[src/design/lpm_pkg.sv]
// Purpose: Shared constants and types for the low-power mode controller
// Assumes: 32-bit AXI4-Lite register access, CLK at 200 MHz
// Notes:   Register offsets are byte addresses
package lpm_pkg;

  // ----------------------------------------------------------------
  // Register map
  // ----------------------------------------------------------------
  localparam logic [7:0] ADDR_CTRL   = 8'h00;
  localparam logic [7:0] ADDR_STATUS = 8'h04;

  // Control register fields
  localparam int CTRL_MODE_LSB  = 0;
  localparam int CTRL_LPREG_BIT = 2;
  localparam int CTRL_UDRV_BIT  = 3;
  localparam int CTRL_BKRAM_BIT = 4;
  localparam int CTRL_WIDTH     = 5;
  localparam logic [4:0] CTRL_RESET = 5'h00;

  // Status register fields
  localparam int STAT_STATE_LSB  = 0;
  localparam int STAT_REFUSE_BIT = 3;
  localparam int STAT_SBWAKE_BIT = 4;
  localparam int STAT_BYPASS_BIT = 5;

  // Bus answers
  localparam logic [1:0] RESP_OKAY   = 2'h0;
  localparam logic [1:0] RESP_SLVERR = 2'h2;

  // ----------------------------------------------------------------
  // Timing
  // ----------------------------------------------------------------
  localparam int CLK_PERIOD_PS = 5000;
  localparam int WAKE_RESET_NS = 20;
  localparam int WAKE_RESET_CYCLES =
    (WAKE_RESET_NS * 1000 + CLK_PERIOD_PS - 1) / CLK_PERIOD_PS;

  // ----------------------------------------------------------------
  // Modes and states
  // ----------------------------------------------------------------
  typedef enum logic [1:0] {
    MODE_SLEEP   = 2'h0,
    MODE_STOP    = 2'h1,
    MODE_STANDBY = 2'h2
  } lpm_mode_type;

  typedef enum logic [2:0] {
    ST_RUN     = 3'h0,
    ST_SLEEP   = 3'h1,
    ST_STOP    = 3'h2,
    ST_STANDBY = 3'h3,
    ST_RESTART = 3'h4
  } lpm_state_type;

endpackage

[src/design/wake_if.sv]
// Purpose: Carries synchronised wakeup conditions to the mode controller
// Assumes: All signals are levels on CLK
// Notes:   Driven by wake_sync, read by lpm_ctrl
`timescale 1ns/1ps
interface wake_if;
  logic stop_wake;  // Any extended interrupt line event
  logic rtc_event;  // Clock alarm, wakeup, tamper or timestamp
  logic wake_rise;  // One-cycle rising edge of the wake pin
  logic pin_reset;  // Reset pin held low
  logic wdg_reset;  // Independent watchdog reset
  logic bypass;     // Core supply is external, regulator bypassed

  modport src (output stop_wake, rtc_event, wake_rise,
               output pin_reset, wdg_reset, bypass);
  modport dst (input stop_wake, rtc_event, wake_rise,
               input pin_reset, wdg_reset, bypass);
endinterface

[src/design/lpm_ctrl.sv]
// Purpose: Low-power mode controller with AXI4-Lite registers
// Assumes: LP_REQ and PERIPH_EVENT are synchronous to CLK
// Notes:   Wakeup pins pass a two-stage synchroniser
// Summary of operation
// - Light sleep stops only the processor clock
// - Peripheral interrupt or event ends light sleep
// - Deep stop gates all core-domain clocks
// - Deep stop disables PLL and fast oscillators
// - Deep stop keeps memory and registers powered
// - Deep stop regulator: main/low-power, normal/under-drive
// - Any extended interrupt line ends deep stop
// - Standby removes regulator, core power, oscillators
// - Standby loses state except backup domain
// - Reset pin, watchdog, wake pin, clock end standby
// - No standby while regulator is bypassed
`timescale 1ns/1ps
module lpm_ctrl #(
  parameter int LINE_CNT = 16
) (
  // Clock, reset and enable
  input  wire logic                CLK,
  input  wire logic                RST_N,
  input  wire logic                CE,
  // AXI4-Lite write channels
  input  wire logic                AWVALID,
  output logic                     AWREADY,
  input  wire logic [7:0]          AWADDR,
  input  wire logic                WVALID,
  output logic                     WREADY,
  input  wire logic [31:0]         WDATA,
  input  wire logic [3:0]          WSTRB,
  output logic                     BVALID,
  input  wire logic                BREADY,
  output logic [1:0]               BRESP,
  // AXI4-Lite read channels
  input  wire logic                ARVALID,
  output logic                     ARREADY,
  input  wire logic [7:0]          ARADDR,
  output logic                     RVALID,
  input  wire logic                RREADY,
  output logic [31:0]              RDATA,
  output logic [1:0]               RRESP,
  // Processor side
  input  wire logic                LP_REQ,
  input  wire logic                PERIPH_EVENT,
  // Wakeup sources and regulator bypass status
  input  wire logic [LINE_CNT-1:0] EXTERNAL_INTERRUPT_LINE,
  input  wire logic                SUPPLY_VOLTAGE_DETECTOR,
  input  wire logic [3:0]          RTC_EVENT,
  input  wire logic                USB_WAKE,
  input  wire logic                ETH_WAKE,
  input  wire logic                RESET_PIN_LOW,
  input  wire logic                INDEPENDENT_WATCHDOG,
  input  wire logic                WAKE_PIN,
  input  wire logic                REG_BYPASS,
  // Clock and power controls
  output logic                     CPU_CLK_EN,
  output logic                     CORE_CLK_EN,
  output logic                     PLL_EN,
  output logic                     INTERNAL_FAST_RC_OSC_EN,
  output logic                     EXTERNAL_FAST_CRYSTAL_OSC_EN,
  output logic                     MAIN_REGULATOR_EN,
  output logic                     LOW_POWER_REGULATOR_EN,
  output logic                     UNDER_DRIVE,
  output logic                     CORE_POWER_EN,
  output logic                     CORE_RESET_N,
  output logic                     BACKUP_RAM_RETAIN
);

  typedef struct packed {
    lpm_pkg::lpm_state_type          state;
    logic [lpm_pkg::CTRL_WIDTH-1:0] ctrl;
    logic                            refused;
    logic                            sb_woke;
    logic [7:0]                      cnt;
    logic                            aw_got;
    logic [7:0]                      aw_addr;
    logic                            w_got;
    logic [31:0]                     w_data;
    logic [3:0]                      w_strb;
    logic                            awready;
    logic                            wready;
    logic                            bvalid;
    logic [1:0]                      bresp;
    logic                            arready;
    logic                            rvalid;
    logic [31:0]                     rdata;
    logic [1:0]                      rresp;
    logic                            cpu_clk;
    logic                            core_clk;
    logic                            osc;
    logic                            mreg;
    logic                            lreg;
    logic                            udrv;
    logic                            cpwr;
    logic                            crst_n;
    logic                            bkram;
  } lpm_regs_type;

  localparam lpm_regs_type RESET_STATE = '{
    state:    lpm_pkg::ST_RUN,
    ctrl:     lpm_pkg::CTRL_RESET,
    awready:  1'b1,
    wready:   1'b1,
    arready:  1'b1,
    cpu_clk:  1'b1,
    core_clk: 1'b1,
    osc:      1'b1,
    mreg:     1'b1,
    cpwr:     1'b1,
    crst_n:   1'b1,
    default:  '0
  };

  localparam logic [7:0] RESTART_LOAD =
    8'(lpm_pkg::WAKE_RESET_CYCLES - 1);

  lpm_regs_type r;
  lpm_regs_type next_r;
  lpm_pkg::lpm_mode_type mode;
  logic [31:0] status_word;
  logic [31:0] ctrl_word;
  logic        sb_exit;

  wake_if w ();

  // ----------------------------------------------------------------
  // Wakeup synchroniser
  // ----------------------------------------------------------------
  wake_sync #(
    .LINE_CNT (LINE_CNT)
  ) u_sync (
    .clk                     (CLK),
    .rst_n                   (RST_N),
    .ce                      (CE),
    .ext_lines               (EXTERNAL_INTERRUPT_LINE),
    .supply_voltage_detector (SUPPLY_VOLTAGE_DETECTOR),
    .rtc_event               (RTC_EVENT),
    .usb_wake                (USB_WAKE),
    .eth_wake                (ETH_WAKE),
    .reset_pin_low           (RESET_PIN_LOW),
    .independent_watchdog    (INDEPENDENT_WATCHDOG),
    .wake_pin                (WAKE_PIN),
    .reg_bypass              (REG_BYPASS),
    .w                       (w)
  );

  // Map a byte address to a register: 0 ctrl, 1 status, 2 none
  function automatic logic [1:0] reg_sel(input logic [7:0] a);
    if (a == lpm_pkg::ADDR_CTRL) begin
      return 2'h0;
    end else if (a == lpm_pkg::ADDR_STATUS) begin
      return 2'h1;
    end
    return 2'h2;
  endfunction

  // ----------------------------------------------------------------
  // Register views
  // ----------------------------------------------------------------
  // Selected target mode and readable words
  always_comb begin
    mode = lpm_pkg::lpm_mode_type'(
      r.ctrl[lpm_pkg::CTRL_MODE_LSB +: 2]);
    ctrl_word = {27'h0, r.ctrl};
    status_word = 32'h0;
    status_word[lpm_pkg::STAT_STATE_LSB +: 3] = r.state;
    status_word[lpm_pkg::STAT_REFUSE_BIT] = r.refused;
    status_word[lpm_pkg::STAT_SBWAKE_BIT] = r.sb_woke;
    status_word[lpm_pkg::STAT_BYPASS_BIT] = w.bypass;
  end

  assign sb_exit = w.pin_reset | w.wdg_reset | w.wake_rise
                   | w.rtc_event;

  // ----------------------------------------------------------------
  // Next state
  // ----------------------------------------------------------------
  // Bus slave, then mode sequencer, then clock and power controls
  always_comb begin
    next_r = r;
    if (CE) begin
      // Write address and data taken in either order
      if (AWVALID && r.awready) begin
        next_r.aw_got  = 1'b1;
        next_r.aw_addr = AWADDR;
      end
      if (WVALID && r.wready) begin
        next_r.w_got  = 1'b1;
        next_r.w_data = WDATA;
        next_r.w_strb = WSTRB;
      end
      if (r.bvalid && BREADY) begin
        next_r.bvalid = 1'b0;
      end
      if (next_r.aw_got && next_r.w_got && !next_r.bvalid) begin
        next_r.aw_got = 1'b0;
        next_r.w_got  = 1'b0;
        next_r.bvalid = 1'b1;
        next_r.bresp  = lpm_pkg::RESP_OKAY;
        case (reg_sel(next_r.aw_addr))
          2'h0: begin
            if (next_r.w_strb[0]) begin
              next_r.ctrl = next_r.w_data[lpm_pkg::CTRL_WIDTH-1:0];
            end
          end
          2'h1: begin
            // Write one clears a sticky flag
            if (next_r.w_strb[0] &&
                next_r.w_data[lpm_pkg::STAT_REFUSE_BIT]) begin
              next_r.refused = 1'b0;
            end
            if (next_r.w_strb[0] &&
                next_r.w_data[lpm_pkg::STAT_SBWAKE_BIT]) begin
              next_r.sb_woke = 1'b0;
            end
          end
          default: begin
            next_r.bresp = lpm_pkg::RESP_SLVERR;
          end
        endcase
      end
      next_r.awready = !next_r.aw_got;
      next_r.wready  = !next_r.w_got;

      // Read answers one cycle after the address is taken
      if (r.rvalid && RREADY) begin
        next_r.rvalid  = 1'b0;
        next_r.arready = 1'b1;
      end
      if (ARVALID && r.arready) begin
        next_r.arready = 1'b0;
        next_r.rvalid  = 1'b1;
        next_r.rresp   = lpm_pkg::RESP_OKAY;
        case (reg_sel(ARADDR))
          2'h0: next_r.rdata = ctrl_word;
          2'h1: next_r.rdata = status_word;
          default: begin
            next_r.rdata = 32'h0;
            next_r.rresp = lpm_pkg::RESP_SLVERR;
          end
        endcase
      end

      // Mode sequencer; hardware sets after the bus clear
      case (r.state)
        lpm_pkg::ST_RUN: begin
          // entry on request with selected mode
          if (LP_REQ) begin
            case (mode)
              lpm_pkg::MODE_SLEEP: next_r.state = lpm_pkg::ST_SLEEP;
              lpm_pkg::MODE_STOP:  next_r.state = lpm_pkg::ST_STOP;
              lpm_pkg::MODE_STANDBY: begin
                if (w.bypass) begin
                  next_r.refused = 1'b1;
                end else begin
                  next_r.state = lpm_pkg::ST_STANDBY;
                end
              end
              default: next_r.state = lpm_pkg::ST_RUN;
            endcase
          end
        end
        lpm_pkg::ST_SLEEP: begin
          if (PERIPH_EVENT || w.stop_wake) begin
            next_r.state = lpm_pkg::ST_RUN;
          end
        end
        lpm_pkg::ST_STOP: begin
          if (w.stop_wake) begin
            next_r.state = lpm_pkg::ST_RUN;
          end
        end
        lpm_pkg::ST_STANDBY: begin
          // control state lost, backup flags kept
          if (sb_exit) begin
            next_r.state   = lpm_pkg::ST_RESTART;
            next_r.cnt     = RESTART_LOAD;
            next_r.sb_woke = 1'b1;
            next_r.ctrl    = lpm_pkg::CTRL_RESET;
          end
        end
        lpm_pkg::ST_RESTART: begin
          // Hold core reset while the pin stays low
          if (w.pin_reset) begin
            next_r.cnt = RESTART_LOAD;
          end else if (r.cnt == 8'h00) begin
            next_r.state = lpm_pkg::ST_RUN;
          end else begin
            next_r.cnt = r.cnt - 8'h01;
          end
        end
        default: next_r.state = lpm_pkg::ST_RUN;
      endcase

      // processor clock runs only in run state
      next_r.cpu_clk  = next_r.state == lpm_pkg::ST_RUN;
      // core clocks gated in stop and standby
      next_r.core_clk = next_r.state != lpm_pkg::ST_STOP &&
                        next_r.state != lpm_pkg::ST_STANDBY;
      next_r.osc      = next_r.core_clk;
      next_r.cpwr     = next_r.state != lpm_pkg::ST_STANDBY;
      next_r.crst_n   = next_r.state != lpm_pkg::ST_STANDBY &&
                        next_r.state != lpm_pkg::ST_RESTART;
      if (next_r.state == lpm_pkg::ST_STOP) begin
        next_r.lreg = next_r.ctrl[lpm_pkg::CTRL_LPREG_BIT];
        next_r.mreg = !next_r.lreg;
        next_r.udrv = next_r.ctrl[lpm_pkg::CTRL_UDRV_BIT];
      end else begin
        next_r.lreg = 1'b0;
        next_r.mreg = next_r.cpwr;
        next_r.udrv = 1'b0;
      end
      // backup memory retention frozen in standby
      if (next_r.state != lpm_pkg::ST_STANDBY) begin
        next_r.bkram = next_r.ctrl[lpm_pkg::CTRL_BKRAM_BIT];
      end
    end
  end

  // State register
  always_ff @(posedge CLK or negedge RST_N) begin
    if (!RST_N) begin
      r <= RESET_STATE;
    end else begin
      r <= next_r;
    end
  end

  // ----------------------------------------------------------------
  // Outputs
  // ----------------------------------------------------------------
  assign AWREADY = r.awready;
  assign WREADY  = r.wready;
  assign BVALID  = r.bvalid;
  assign BRESP   = r.bresp;
  assign ARREADY = r.arready;
  assign RVALID  = r.rvalid;
  assign RDATA   = r.rdata;
  assign RRESP   = r.rresp;
  assign CPU_CLK_EN  = r.cpu_clk;
  assign CORE_CLK_EN = r.core_clk;
  assign PLL_EN      = r.osc;
  assign INTERNAL_FAST_RC_OSC_EN      = r.osc;
  assign EXTERNAL_FAST_CRYSTAL_OSC_EN = r.osc;
  assign MAIN_REGULATOR_EN      = r.mreg;
  assign LOW_POWER_REGULATOR_EN = r.lreg;
  assign UNDER_DRIVE       = r.udrv;
  assign CORE_POWER_EN     = r.cpwr;
  assign CORE_RESET_N      = r.crst_n;
  assign BACKUP_RAM_RETAIN = r.bkram;
endmodule // lpm_ctrl

[src/design/wake_sync.sv]
// Purpose: Two-stage synchroniser and edge finder for wakeup pins
// Assumes: Inputs are asynchronous to clk
// Notes:   The decode logic reads the second stage and a delayed copy of the wake pin
`timescale 1ns/1ps
module wake_sync #(
  parameter int LINE_CNT = 16
) (
  // Clock and reset
  input  wire logic                clk,
  input  wire logic                rst_n,
  input  wire logic                ce,
  // Asynchronous sources
  input  wire logic [LINE_CNT-1:0] ext_lines,
  input  wire logic                supply_voltage_detector,
  input  wire logic [3:0]          rtc_event,
  input  wire logic                usb_wake,
  input  wire logic                eth_wake,
  input  wire logic                reset_pin_low,
  input  wire logic                independent_watchdog,
  input  wire logic                wake_pin,
  input  wire logic                reg_bypass,
  // Synchronised conditions
  wake_if.src                      w
);

  localparam int W = LINE_CNT + 11;

  typedef struct packed {
    logic [W-1:0] s1;
    logic [W-1:0] s2;
    logic         wake_q;
  } sync_state_type;

  sync_state_type r;
  sync_state_type next_r;

  // ----------------------------------------------------------------
  // Sampling stages
  // ----------------------------------------------------------------
  // Shift every pin through two stages
  always_comb begin
    next_r = r;
    if (ce) begin
      next_r.s1 = {ext_lines, supply_voltage_detector, rtc_event,
                   usb_wake, eth_wake, reset_pin_low,
                   independent_watchdog, wake_pin, reg_bypass};
      next_r.s2 = r.s1;
      next_r.wake_q = r.s2[1];
    end
  end

  // Register the stages
  always_ff @(posedge clk or negedge rst_n) begin
    if (!rst_n) begin
      r <= '0;
    end else begin
      r <= next_r;
    end
  end

  // Decode the synchronised levels
  assign w.rtc_event = |r.s2[9:6];
  assign w.stop_wake = (|r.s2[W-1:11]) | r.s2[10] | w.rtc_event
                       | r.s2[5] | r.s2[4];
  assign w.pin_reset = ~r.s2[3];
  assign w.wdg_reset = r.s2[2];
  assign w.wake_rise = r.s2[1] & ~r.wake_q;
  assign w.bypass    = r.s2[0];

endmodule // wake_sync

[config.mk]
export PLATFORM = sky130hd
export DESIGN_NAME = lpm_ctrl
export DESIGN_NICKNAME = d
export VERILOG_FILES = /design/src/design/lpm_pkg.sv /design/src/design/wake_if.sv /design/src/design/lpm_ctrl.sv /design/src/design/wake_sync.sv
export SDC_FILE = /design/constraint.sdc
export NUM_CORES = 1
export LEC_CHECK = 0
export BUFFER_PORTS_ARGS = -buffer_cell sky130_fd_sc_hd__buf_2
export CAP_MARGIN = 20
export CORE_MARGIN = 2
export CORE_UTILIZATION = 40
export DETAILED_ROUTE_END_ITERATION = 10
export MAX_ROUTING_LAYER = met4
export PLACE_DENSITY = 0.63
export SLEW_MARGIN = 20
export SYNTH_ARGS = -nofsm -noshare
export SYNTH_HDL_FRONTEND = slang
export SYNTH_SLANG_ARGS = --single-unit
[constraint.sdc]
create_clock -name CLK -period 1.9 [get_ports CLK]
set_input_delay 0.285 -clock CLK [delete_from_list [all_inputs] [get_ports CLK]]
set_output_delay 0.285 -clock CLK [all_outputs]
set_load 0.01 [all_outputs]
# After elaboration in Yosys (flattened, before gate mapping)
# Index checks and enable logic that the tools add are counted.
# totals
reg_bits	138
output_inout_bits	52
elab_cells	153
# classes
muxes	62
bitwise	10
reduce_logical	35
add_sub_neg	1
n_eq_ne	16
# op_table
operator	count
37-bit 2-to-1 mux	2
36-bit 2-to-1 mux	1
2-bit 2-to-1 mux	14
3-bit 2-to-1 mux	9
9-bit 2-to-1 mux	3
8-bit zero test	3
8-bit 2-to-1 mux	3
1-bit 2-to-1 mux	21
5-bit 2-to-1 mux	4
8-bit by 3-bit equality test with 1-bit output, second input constant	2
8-bit case mux with 2 select lines	1
16-bit OR reduction	1
3-bit case mux with 5 select lines	1
6-bit case mux with 2 select lines	1
1-bit logical AND	11
3-bit by 2-bit equality test with 1-bit output, second input constant	3
3-bit case mux with 3 select lines	1
2-bit AND reduction	4
8-bit by 1-bit subtractor with 8-bit output, second input constant	1
7-bit 2-to-1 mux	1
1-bit bitwise OR	7
2-bit by 1-bit equality test with 1-bit output, second input constant	3
2-bit zero test	3
3-bit zero test	2
14 further kinds	22

# Logic depth before layout (Yosys ltp)
# Gate-level depths: netlist of the first run.
# logic_depth
depth_word	19
mapped_depth	8

# Hierarchy
# From an unflattened synthesis of the first run, not the netlist that was laid out.
# unflattened
cells_unflattened	410
hier_area_um2	4983.5
# by_module_without_submodules
module	cells_per_inst	area_per_inst_um2	n_inst
lpm_ctrl	283	2889.0	1
wake_sync	127	2094.5	1

# Worst setup path before layout of the first run
# No wires, ideal clock.
# synth_timing
path_kind	register -> register
startpoint	register r (netlist bit AWREADY)
endpoint	register r (netlist bit LOW_POWER_REGULATOR_EN)
setup_time_ns	0.067
n_path_buf	1
t_arrival_ns	1.796
slack_ns	0.037
stages_incl_launch_ff	8
cell_sequence	dfstp_2 > and2_1 > buf_2 > and3_1 > o21ai_2 > or4_4 > o21ai_2 > a32o_1
# synth_between
elab_chain_cells	18
# synth_rtl
element	line_no	source
from (decl)	lpm_ctrl.sv:118	lpm_regs_type r;
from (signal assigned)	lpm_ctrl.sv:326	r <= next_r;
1-bit logical AND *	lpm_ctrl.sv:184	if (AWVALID && r.awready) begin
9-bit 2-to-1 mux *	lpm_ctrl.sv:184	
9-bit 2-to-1 mux *	lpm_ctrl.sv:182	if (CE) begin
8-bit by 3-bit equality test with 1-bit output	lpm_ctrl.sv:152	end else if (a == lpm_pkg::ADDR_STATUS) begin
1-bit 2-to-1 mux	lpm_ctrl.sv:152	
1-bit 2-to-1 mux	lpm_ctrl.sv:150	if (a == lpm_pkg::ADDR_CTRL) begin
1-bit 2-to-1 mux	lpm_ctrl.sv:196	if (next_r.aw_got && next_r.w_got && !next_r.bvalid) begin
1-bit 2-to-1 mux	lpm_ctrl.sv:182	
(+2 left out)	-	
2-bit 2-to-1 mux	lpm_ctrl.sv:182	
2-bit zero test	lpm_ctrl.sv:201	case (reg_sel(next_r.aw_addr))
5-bit 2-to-1 mux	lpm_ctrl.sv:201	
7-bit 2-to-1 mux *	lpm_ctrl.sv:196	
8-bit 2-to-1 mux	lpm_ctrl.sv:276	if (sb_exit) begin
5-bit 2-to-1 mux *	lpm_ctrl.sv:246	case (r.state)
5-bit 2-to-1 mux *	lpm_ctrl.sv:182	
3-bit 2-to-1 mux *	lpm_ctrl.sv:305	if (next_r.state == lpm_pkg::ST_STOP) begin
# Every way passes the cells marked *; elsewhere a longest branch is shown, timed or not. The select of a mux whose other input is x is not followed.
# A chain may end at the register's enable or synchronous reset.

# Worst setup path after layout of the first run
# layout_timing
startpoint	register u_sync.r[9] (netlist bit)
endpoint	register r (netlist bit LOW_POWER_REGULATOR_EN)
# layout_between
elab_chain_cells	10
# layout_rtl
element	line_no	source
from (decl)	wake_sync.sv:34	sync_state_type r;
from (signal assigned)	wake_sync.sv:57	r <= next_r;
4-bit OR reduction *	wake_sync.sv:62	assign w.rtc_event = |r.s2[9:6];
1-bit bitwise OR	wake_sync.sv:63	assign w.stop_wake = (|r.s2[W-1:11]) | r.s2[10] | w.rtc_event
1-bit bitwise OR (2 in a row)	wake_sync.sv:64	| r.s2[5] | r.s2[4];
1-bit logical OR	lpm_ctrl.sv:265	if (PERIPH_EVENT || w.stop_wake) begin
3-bit 2-to-1 mux	lpm_ctrl.sv:265	
3-bit case mux with 5 select lines	lpm_ctrl.sv:246	
3-bit 2-to-1 mux	lpm_ctrl.sv:182	
3-bit by 2-bit equality test with 1-bit output	lpm_ctrl.sv:305	
3-bit 2-to-1 mux *	lpm_ctrl.sv:305	
# Marks and branches as above.

==> metrics.md, run 1 <==
| Metric | Value |
|---|---|
| Status | complete, but fails checks |
| Failing checks | setup timing |
| Commonest cells post-synth | 102 x dfrtp_1, 69 x mux2_2, 39 x buf_4, 26 x o21ai_0, 24 x nand2_1 |
| Dpl ws | -138.7 ps |
| Clock power frac | 30.7% |
| Clock skew after layout | 7.668 ps |
| Number of library cell types mapped by synthesis | 52 |
| Row count | 41 |
| Fraction of registers with async set/reset | 100.0% |
| Top-count cell post-synth | dfrtp_1 |
| Initial Utilization | 40.51% |
| Post-synthesis sequential area ratio | 54.71% |
| Largest family of logic cells by synthesized area | multiplexers |
| Int Pwr | 4.525 mW |
| RSZ-0062 raised after global routing | yes |
| Post-Syn Area | 5050 um2 |
| CP Max Fanout | 4 |
| Compound-Gate Fraction of Synth Area | a little under a tenth |
| EDFF count, synth | 0 |
| Final WS setup | -0.7996 ps |
| Worst path buffer plus inverter count | 0 |
| Remaining DRCs | 0 |
| Final total power | 6.350 mW |
| Die area | 13540 um2 |
| Total CTS buffers | 9 |
| WL/cell | 14.36 um |
| DP HPWL | about 7.4 mm |
| DR top layer | met4 |
| Simple-gate share of the synthesized area | 9.638% |
| VDD IR max | 532.1 uV |
| Final design utilization | 48.82% |
| Post-route ant nets | 0 |
| Pins over their slew limit | 0 |
| Critical Path, Cell by Cell | nor4_4 > nand4b_1 > and2_4 > or4_4 > o21ai_2 > a32o_1 |
| Core ar. | 12470 um2 |
| Global-route wire length before repair | 16.55 mm |
| Clock sinks | 110 |
| Clk_lat worst skew | roughly 350 ps |
| Fin nets | 609 |
| Worst Hold Class | input pin to flip-flop |
| Xor/xnor share of the synthesized area | 0% |
| Ratio of cells with drive above 1 in the final layout | a little over two fifths |
| Detail Route met2 WL | 4.849 mm |
| Area grow syn2layout | 20.52% |
| Post-Route WL | 9.981 mm |
| Total track usage | 16.11% |
| Clock slew seen by the registers of the worst setup and hold paths | roughly 70 ps |
| N_diodes | 0 |
| CP required | 2190 ps |
| Largest net degree at the start of global routing | 49 |
| Minimum clock period | 1901 ps |
| Cells after Synth | about 420 |
| Worst Setup Start Kind | flip-flop |
| Fillers | 1142 |
| Synth top area cells | dfrtp_1 51%, mux2_2 15%, buf_4 5.8% |
| Sequential power share | a little under half |
| Final cell count without fillers | 695 |
| Avg Vias per Cell | 4.981 |
| Hold Violations, Final | 0 |
| CTS H-tree depth | 3 |
| Iteration-0 DRC Markers | 148 |
| Met1 Wirelength | 4.504 mm |
| Bufs on Longest Clock Path | 2 |
| Adder-cell share of the synthesized area | less than 1% |
| Most used DFF post-synth | dfrtp_1 |
| Seq cells post-synth | 110 |
| Die Y | 116.4 um |
| Static leakage | 2.790 nW |
| Slowest stage delay, CP | ~420 ps |
| Multi-input gate area | around 2100 um2 |
| Switching Share | 28.74% |
| GP Congestion | 0.8214 |
| Setup Viol. Count Final | 1 |
| Crit share post-route | 100.0% |
| CTS root buf | clkbuf_16 |
| CP endpoint kind | flip-flop |
| Gate power share | 21.4% |
| First-pass DRT Iterations | 4 |
| Die Width | about 120 um |
| CTS tree | built |
| Mux share of post-synthesis cell area | 18.36% |
| Avg Cell Area, Syn | 12.05 um2 |
| Power Dens Cells | ~1000 nW/um2 |
| Antenna violations before repair | 0 |
| Via count | around 3500 |
| Arrival @ worst endpoint | roughly 2200 ps |
| GRT Residual Overflow | 0 |
| Crit path max-delay cell type | dfrtp_1 |
| Peak Freq | 526.1 MHz |
| I/O pin count | 141 |
| Sw Pwr | 1.825 mW |
| Max-Cap Viols | 0 |
| Placed cell count | slightly below 700 |
| Register area | ~2800 um2 |
| Ys Warns | 0 |
| Worst path top cell family by delay | simple AND/OR/NAND/NOR gates |
| Vias in the first global route | 3439 |
| Detail Route met3 WL | approximately 480 um |
| CP Class | flip-flop to flip-flop |
| Leading area contributor after synthesis | dfrtp_1 |
| I/O Buffers | 82 |
| Post-synth top area share | 50.55% |
## cells by family (layout without fill, tap and decap cells)
group | after synthesis | after routing
flip-flops | 110 | 110
multiplexers | 84 | 84
other | 1 | 28
AO/OA/AOI/OAI | 72 | 72
buffers and inverters | 62 | 139
adder cells (fa/ha/maj) | 2 | 2
AND/OR/NAND/NOR | 88 | 88
## worst register-to-register path: stages (launching register included)
cell and delay [ps]:
dfrtp_1 420, nor4_4 330, nand4b_1 200, and2_4 230
or4_4 410, o21ai_2 80, a32o_1 170
## final cells by class
class	count	share of cell area [%]
Timing Repair Buffer	112	11.14
Clock buffer	10	3.762
Multi-Input combinational cell	274	34.19
Clock inverter	6	1.275
Sequential cell	110	45.42
Tap cell	172	3.536
Inverter	11	0.6785
## routing by layer
metal / vias to the layer above / track usage, %
met5: - / -
met3: 11 / 3.425
met4: 0 / 6.111
li1: 1647 / -
met1: 1717 / 20.75
met2: 87 / 25.12
## stage by stage
step	cell area [um2]	hold slack, ps	TNS (ps)
3_5_place_dp	5679	277.6	-590.7
2_1_floorplan	5151	-10.59	0
6_report	6086	159.0	-0.7996
4_1_cts	6011	145.4	-221.6
5_1_grt	6086	156.4	-332.4
3_3_place_gp	5679	265.1	-662.0
## path summary, 6_finish.rpt
| kind | cells past startpoint | slack, ps | from | endpoint |
|---|---|---|---|---|
| hold reg to reg | 1 | 480 | CPU_CLK_EN | CPU_CLK_EN |
| max in group asynchronous | 3 | 880 | RST_N | u_sync.r[34] |
| setup / recovery | 6 | -0.8 | u_sync.r[9] | LOW_POWER_REGULATOR_EN |
| setup reg to reg | 6 | -0.8 | u_sync.r[9] | LOW_POWER_REGULATOR_EN |
| hold / removal | 2 | 160 | EXTERNAL_INTERRUPT_LINE[7] | u_sync.r[46] |
| min in group asynchronous | 2 | 420 | RST_N | u_sync.r[25] |
## power groups by stage
stage	registers, mW	clock network, mW	logic [mW]
CTS	3.05	2.01	1.32
floorplan	3.04	0	0.877
global route	3.11	2.10	1.53
finish	3.05	1.95	1.36
detailed placement	3.09	0	1.31
global placement	3.06	0	1.25
## timing repair
action,in CTS,in global routing
hold buffers,1,0
resized for setup,2,17
setup buffers,0,2
endpoints found under the hold margin,26,0
pin swaps,3,14
setup endpoints to repair,11,19
## placed cells by master (no fill, tap or decap), types with 3 or more instances in the layout
cell type and count:
nand2b_1 5, buf_2 81, o21ai_2 4, conb_1 28, inv_1 11, buf_4 27, dfstp_2 8, mux2i_1 15
clkbuf_16 9, o31ai_1 4, dfrtp_1 101, o21ai_0 24, nor4_1 5, nand3_1 4, o2bb2ai_2 3, a21oi_1 11
nor3_1 10, nand2_1 24, o211ai_1 3, and3_1 5, buf_12 3, a21boi_0 3, mux2_2 69, o2bb2ai_1 4
nor2_1 12
## state kept, by name, summed over array words and instances (netlist names), 5 cells and up
signal and flops:
ctrl_word 5, RDATA 6, r 29, u_sync.r 53
No activity file was read; power rests on OpenSTA's default activity.
==> run 2, diff against run 1 <==
--- a/config.mk
+++ b/config.mk
@@ -8,10 +8,10 @@
 export BUFFER_PORTS_ARGS = -buffer_cell sky130_fd_sc_hd__buf_2
 export CAP_MARGIN = 20
 export CORE_MARGIN = 2
-export CORE_UTILIZATION = 40
+export CORE_UTILIZATION = 45
 export DETAILED_ROUTE_END_ITERATION = 10
 export MAX_ROUTING_LAYER = met4
-export PLACE_DENSITY = 0.63
+export PLACE_DENSITY = 0.67
 export SLEW_MARGIN = 20
 export SYNTH_ARGS = -nofsm -noshare
 export SYNTH_HDL_FRONTEND = slang
==> constraint.sdc (replaced) <==
create_clock -name CLK -period 2.25 [get_ports CLK]
set_input_delay 0.3375 -clock CLK [delete_from_list [all_inputs] [get_ports CLK]]
set_output_delay 0.3375 -clock CLK [all_outputs]
set_load 0.01 [all_outputs]
==> run 2 against run 1 <==
The flow now finishes without violations; count of clock-buffer cells in the layout unchanged; sequential power is 15% lower; largest cell class unchanged; highest routed layer unchanged; register-to-register slack improved by 180 ps; sequential share of layout area rose by 3.0 points; clock skew up 7.6 ps; routed wire length fell by 5.1%; core utilization up 3.6 points.
==> metrics.md, run 2 (synthesis gave the netlist of run 1 again) <==
| Metric | Value |
|---|---|
| Max-Cap Viols | 0 (unchanged) |
| Fin nets | 590 (was 609) |
| Post-route ant nets | 0 (unchanged) |
| Placed cell count | 627 (was 676) |
| DP HPWL | 6.966 mm (was 7.389 mm) |
| Arrival @ worst endpoint | 2380 ps (was 2190 ps) |
| Core ar. | 10890 um2 (was 12470 um2) |
| Die area | 12090 um2 (was 13540 um2) |
| Clk_lat worst skew | 370 ps (was 350 ps) |
| CP Class | flip-flop to flip-flop (unchanged) |
| Pins over their slew limit | 0 (unchanged) |
| GP Congestion | 0.8144 (was 0.8214) |
| Remaining DRCs | 0 (unchanged) |
| Status | finished clean (was complete, but fails checks) |
| Int Pwr | 3.372 mW (was 4.525 mW) |
| Worst relative slew slack | around 65% |
| Avg Vias per Cell | 5.179 (was 4.981) |
| VDD IR max | 387.5 uV (was 532.1 uV) |
| CP endpoint kind | flip-flop (unchanged) |
| Bufs on Longest Clock Path | 2 (unchanged) |
| Via count | 3335 (was 3462) |
| Final instance area | 5703 um2 (was 6086 um2) |
| Final design utilization | 52.38% (was 48.82%) |
| Static leakage | 2.635 nW (was 2.790 nW) |
| Initial Utilization | 46.38% (was 40.51%) |
| Vias in the first global route | 3232 (was 3439) |
| Most common cell after layout, fill and taps aside | dfrtp_1 (unchanged) |
| Area post-placement | 5489 um2 (was 5679 um2) |
| Setup Viol. Count Final | 0 (was 1) |
| WL/cell | 14.71 um (was 14.36 um) |
| RSZ-0062 raised after global routing | no (was yes) |
| Row count | 38 (was 41) |
| Total CTS buffers | 9 (unchanged) |
| Largest register FFs | 53 (unchanged) |
| Ratio of cells with drive above 1 in the final layout | 38.29% (was 43.40%) |
| Setup tns final | 0 ps (was -0.7996 ps) |
| I/O pin count | 141 (unchanged) |
| Post-Route WL | 9.471 mm (was 9.981 mm) |
| CP Max Fanout | 5 (was 4) |
| Area grow syn2layout | 12.93% (was 20.52%) |
| Total track usage | 16.72% (was 16.11%) |
| Minimum clock period | 2068 ps (was 1901 ps) |
| Clock slew seen by the registers of the worst setup and hold paths | 110 ps (was 70 ps) |
| Critical Path, Cell by Cell | a21oi_1 > a21oi_1 > o21ai_0 > or4_4 > o21ai_2 > a32o_1 (was nor4_4 > nand4b_1 > and2_4 > or4_4 > o21ai_2 > a32o_1) |
| Peak Freq | 483.5 MHz (was 526.1 MHz) |
| Global-route wire length before repair | 15.18 mm (was 16.55 mm) |
| Crit share post-route | 91.93% (was 100.0%) |
| Most used cell, CP | a21oi_1 |
| Worst Setup Start Kind | flip-flop (unchanged) |
| CP required | 2560 ps (was 2190 ps) |
| Clock power frac | 25.5% (was 30.7%) |
| Crit path max-delay cell type | dfstp_2 (was dfrtp_1) |
| CTS root buf | clkbuf_8 (was clkbuf_16) |
| Sequential power share | 53.9% (was 48.0%) |
| Gate power share | 20.6% (was 21.4%) |
| Largest net degree at the start of global routing | 48 (was 49) |
| Iteration-0 DRC Markers | 148 (unchanged) |
| CTS H-tree depth | 3 (unchanged) |
| Worst-Margin Slew | 513.7 ps |
| First-pass DRT Iterations | 4 (unchanged) |
| Clock skew after layout | 15.24 ps (was 7.668 ps) |
| Register with the most flip-flops | u_sync.r (unchanged) |
| Commonest cells after routing, fill and taps aside | 102 x dfrtp_1, 80 x buf_2, 69 x mux2_2 (was 101 x dfrtp_1, 81 x buf_2, 69 x mux2_2) |
| Clock sinks | 110 (unchanged) |
| N_diodes | 0 (unchanged) |
| Slowest stage delay, CP | 590 ps (was 420 ps) |
| Switching Share | 29.48% (was 28.74%) |
| Final cell count without fillers | 644 (was 695) |
| I/O Buffers | 82 (unchanged) |
| Sw Pwr | 1.409 mW (was 1.825 mW) |
| Power Dens Cells | 838.4 nW/um2 (was 1043 nW/um2) |
| Worst Hold Class | input pin to flip-flop (unchanged) |
| CTS tree | built (unchanged) |
| GRT Residual Overflow | 0 (unchanged) |
| Die Y | 109.9 um (was 116.4 um) |
| Hold Violations, Final | 0 (unchanged) |
| Die Width | 109.9 um (was 116.4 um) |
| Antenna violations before repair | 0 (unchanged) |
run 2: final timing paths:
check                                   from                     end  slack [ps]  cells after the start
worst max-delay path                  WREADY  LOW_POWER_REGULATOR_EN         180                      6
worst min-delay path            RTC_EVENT[2]            u_sync.r[36]         190                      2
worst max register to register        WREADY  LOW_POWER_REGULATOR_EN         180                      6
worst min register to register      RDATA[0]                RDATA[0]         480                      2
max in group asynchronous              RST_N                 AWREADY        1090                      3
min in group asynchronous              RST_N            u_sync.r[36]         470                      2
run 2: power by group through the flow:
stage                     sequential [mW]  clock, mW  combinational (mW)
after floorplan                      2.56          0               0.741
after global placement               2.59          0               0.961
final                                2.58       1.22               0.985
after detailed placement             2.62          0               0.995
after CTS                            2.58       1.27               0.998
after global routing                 2.62       1.35                1.10
run 2: timing repair:
action	4_1_cts	5_1_grt
hold buffers	1	0
gates resized for setup	0	1
hold endpoints to repair	29	0
setup endpoints to repair	0	5
setup buffers	0	0
run 2: metrics by stage:
step,power [mW],setup slack (ps),hold WS [ps]
after floorplan,3.304,386.5,41.91
after global placement,3.555,227.8,346.0
after detailed placement,3.612,138.1,345.8
after CTS,4.847,109.9,171.3
after global routing,5.075,2.398,174.1
final,4.781,181.7,193.8
run 2: layer usage:
layer	part of all wire [%]	global-route usage, %
met4	1.4	5.515
met1	45	22.09
met3	5.3	3.616
met2	48	25.77
met5	0	-
run 2: layout make-up:
cell class                      instances  area, um2
Fill cell                             958       5185
Sequential cell                       110       2763
Multi-Input combinational cell        274       2007
Timing Repair Buffer                   93      513.0
Tap cell                              140      175.2
Clock buffer                           10      127.6
Clock inverter                          6      76.32
Inverter                               11      41.29
run 2: critical path, delay by kind of cell, from the launching register on:
family	cells	cell delay, ps
simple gates	1	580
compound gates	5	840
flops	1	590
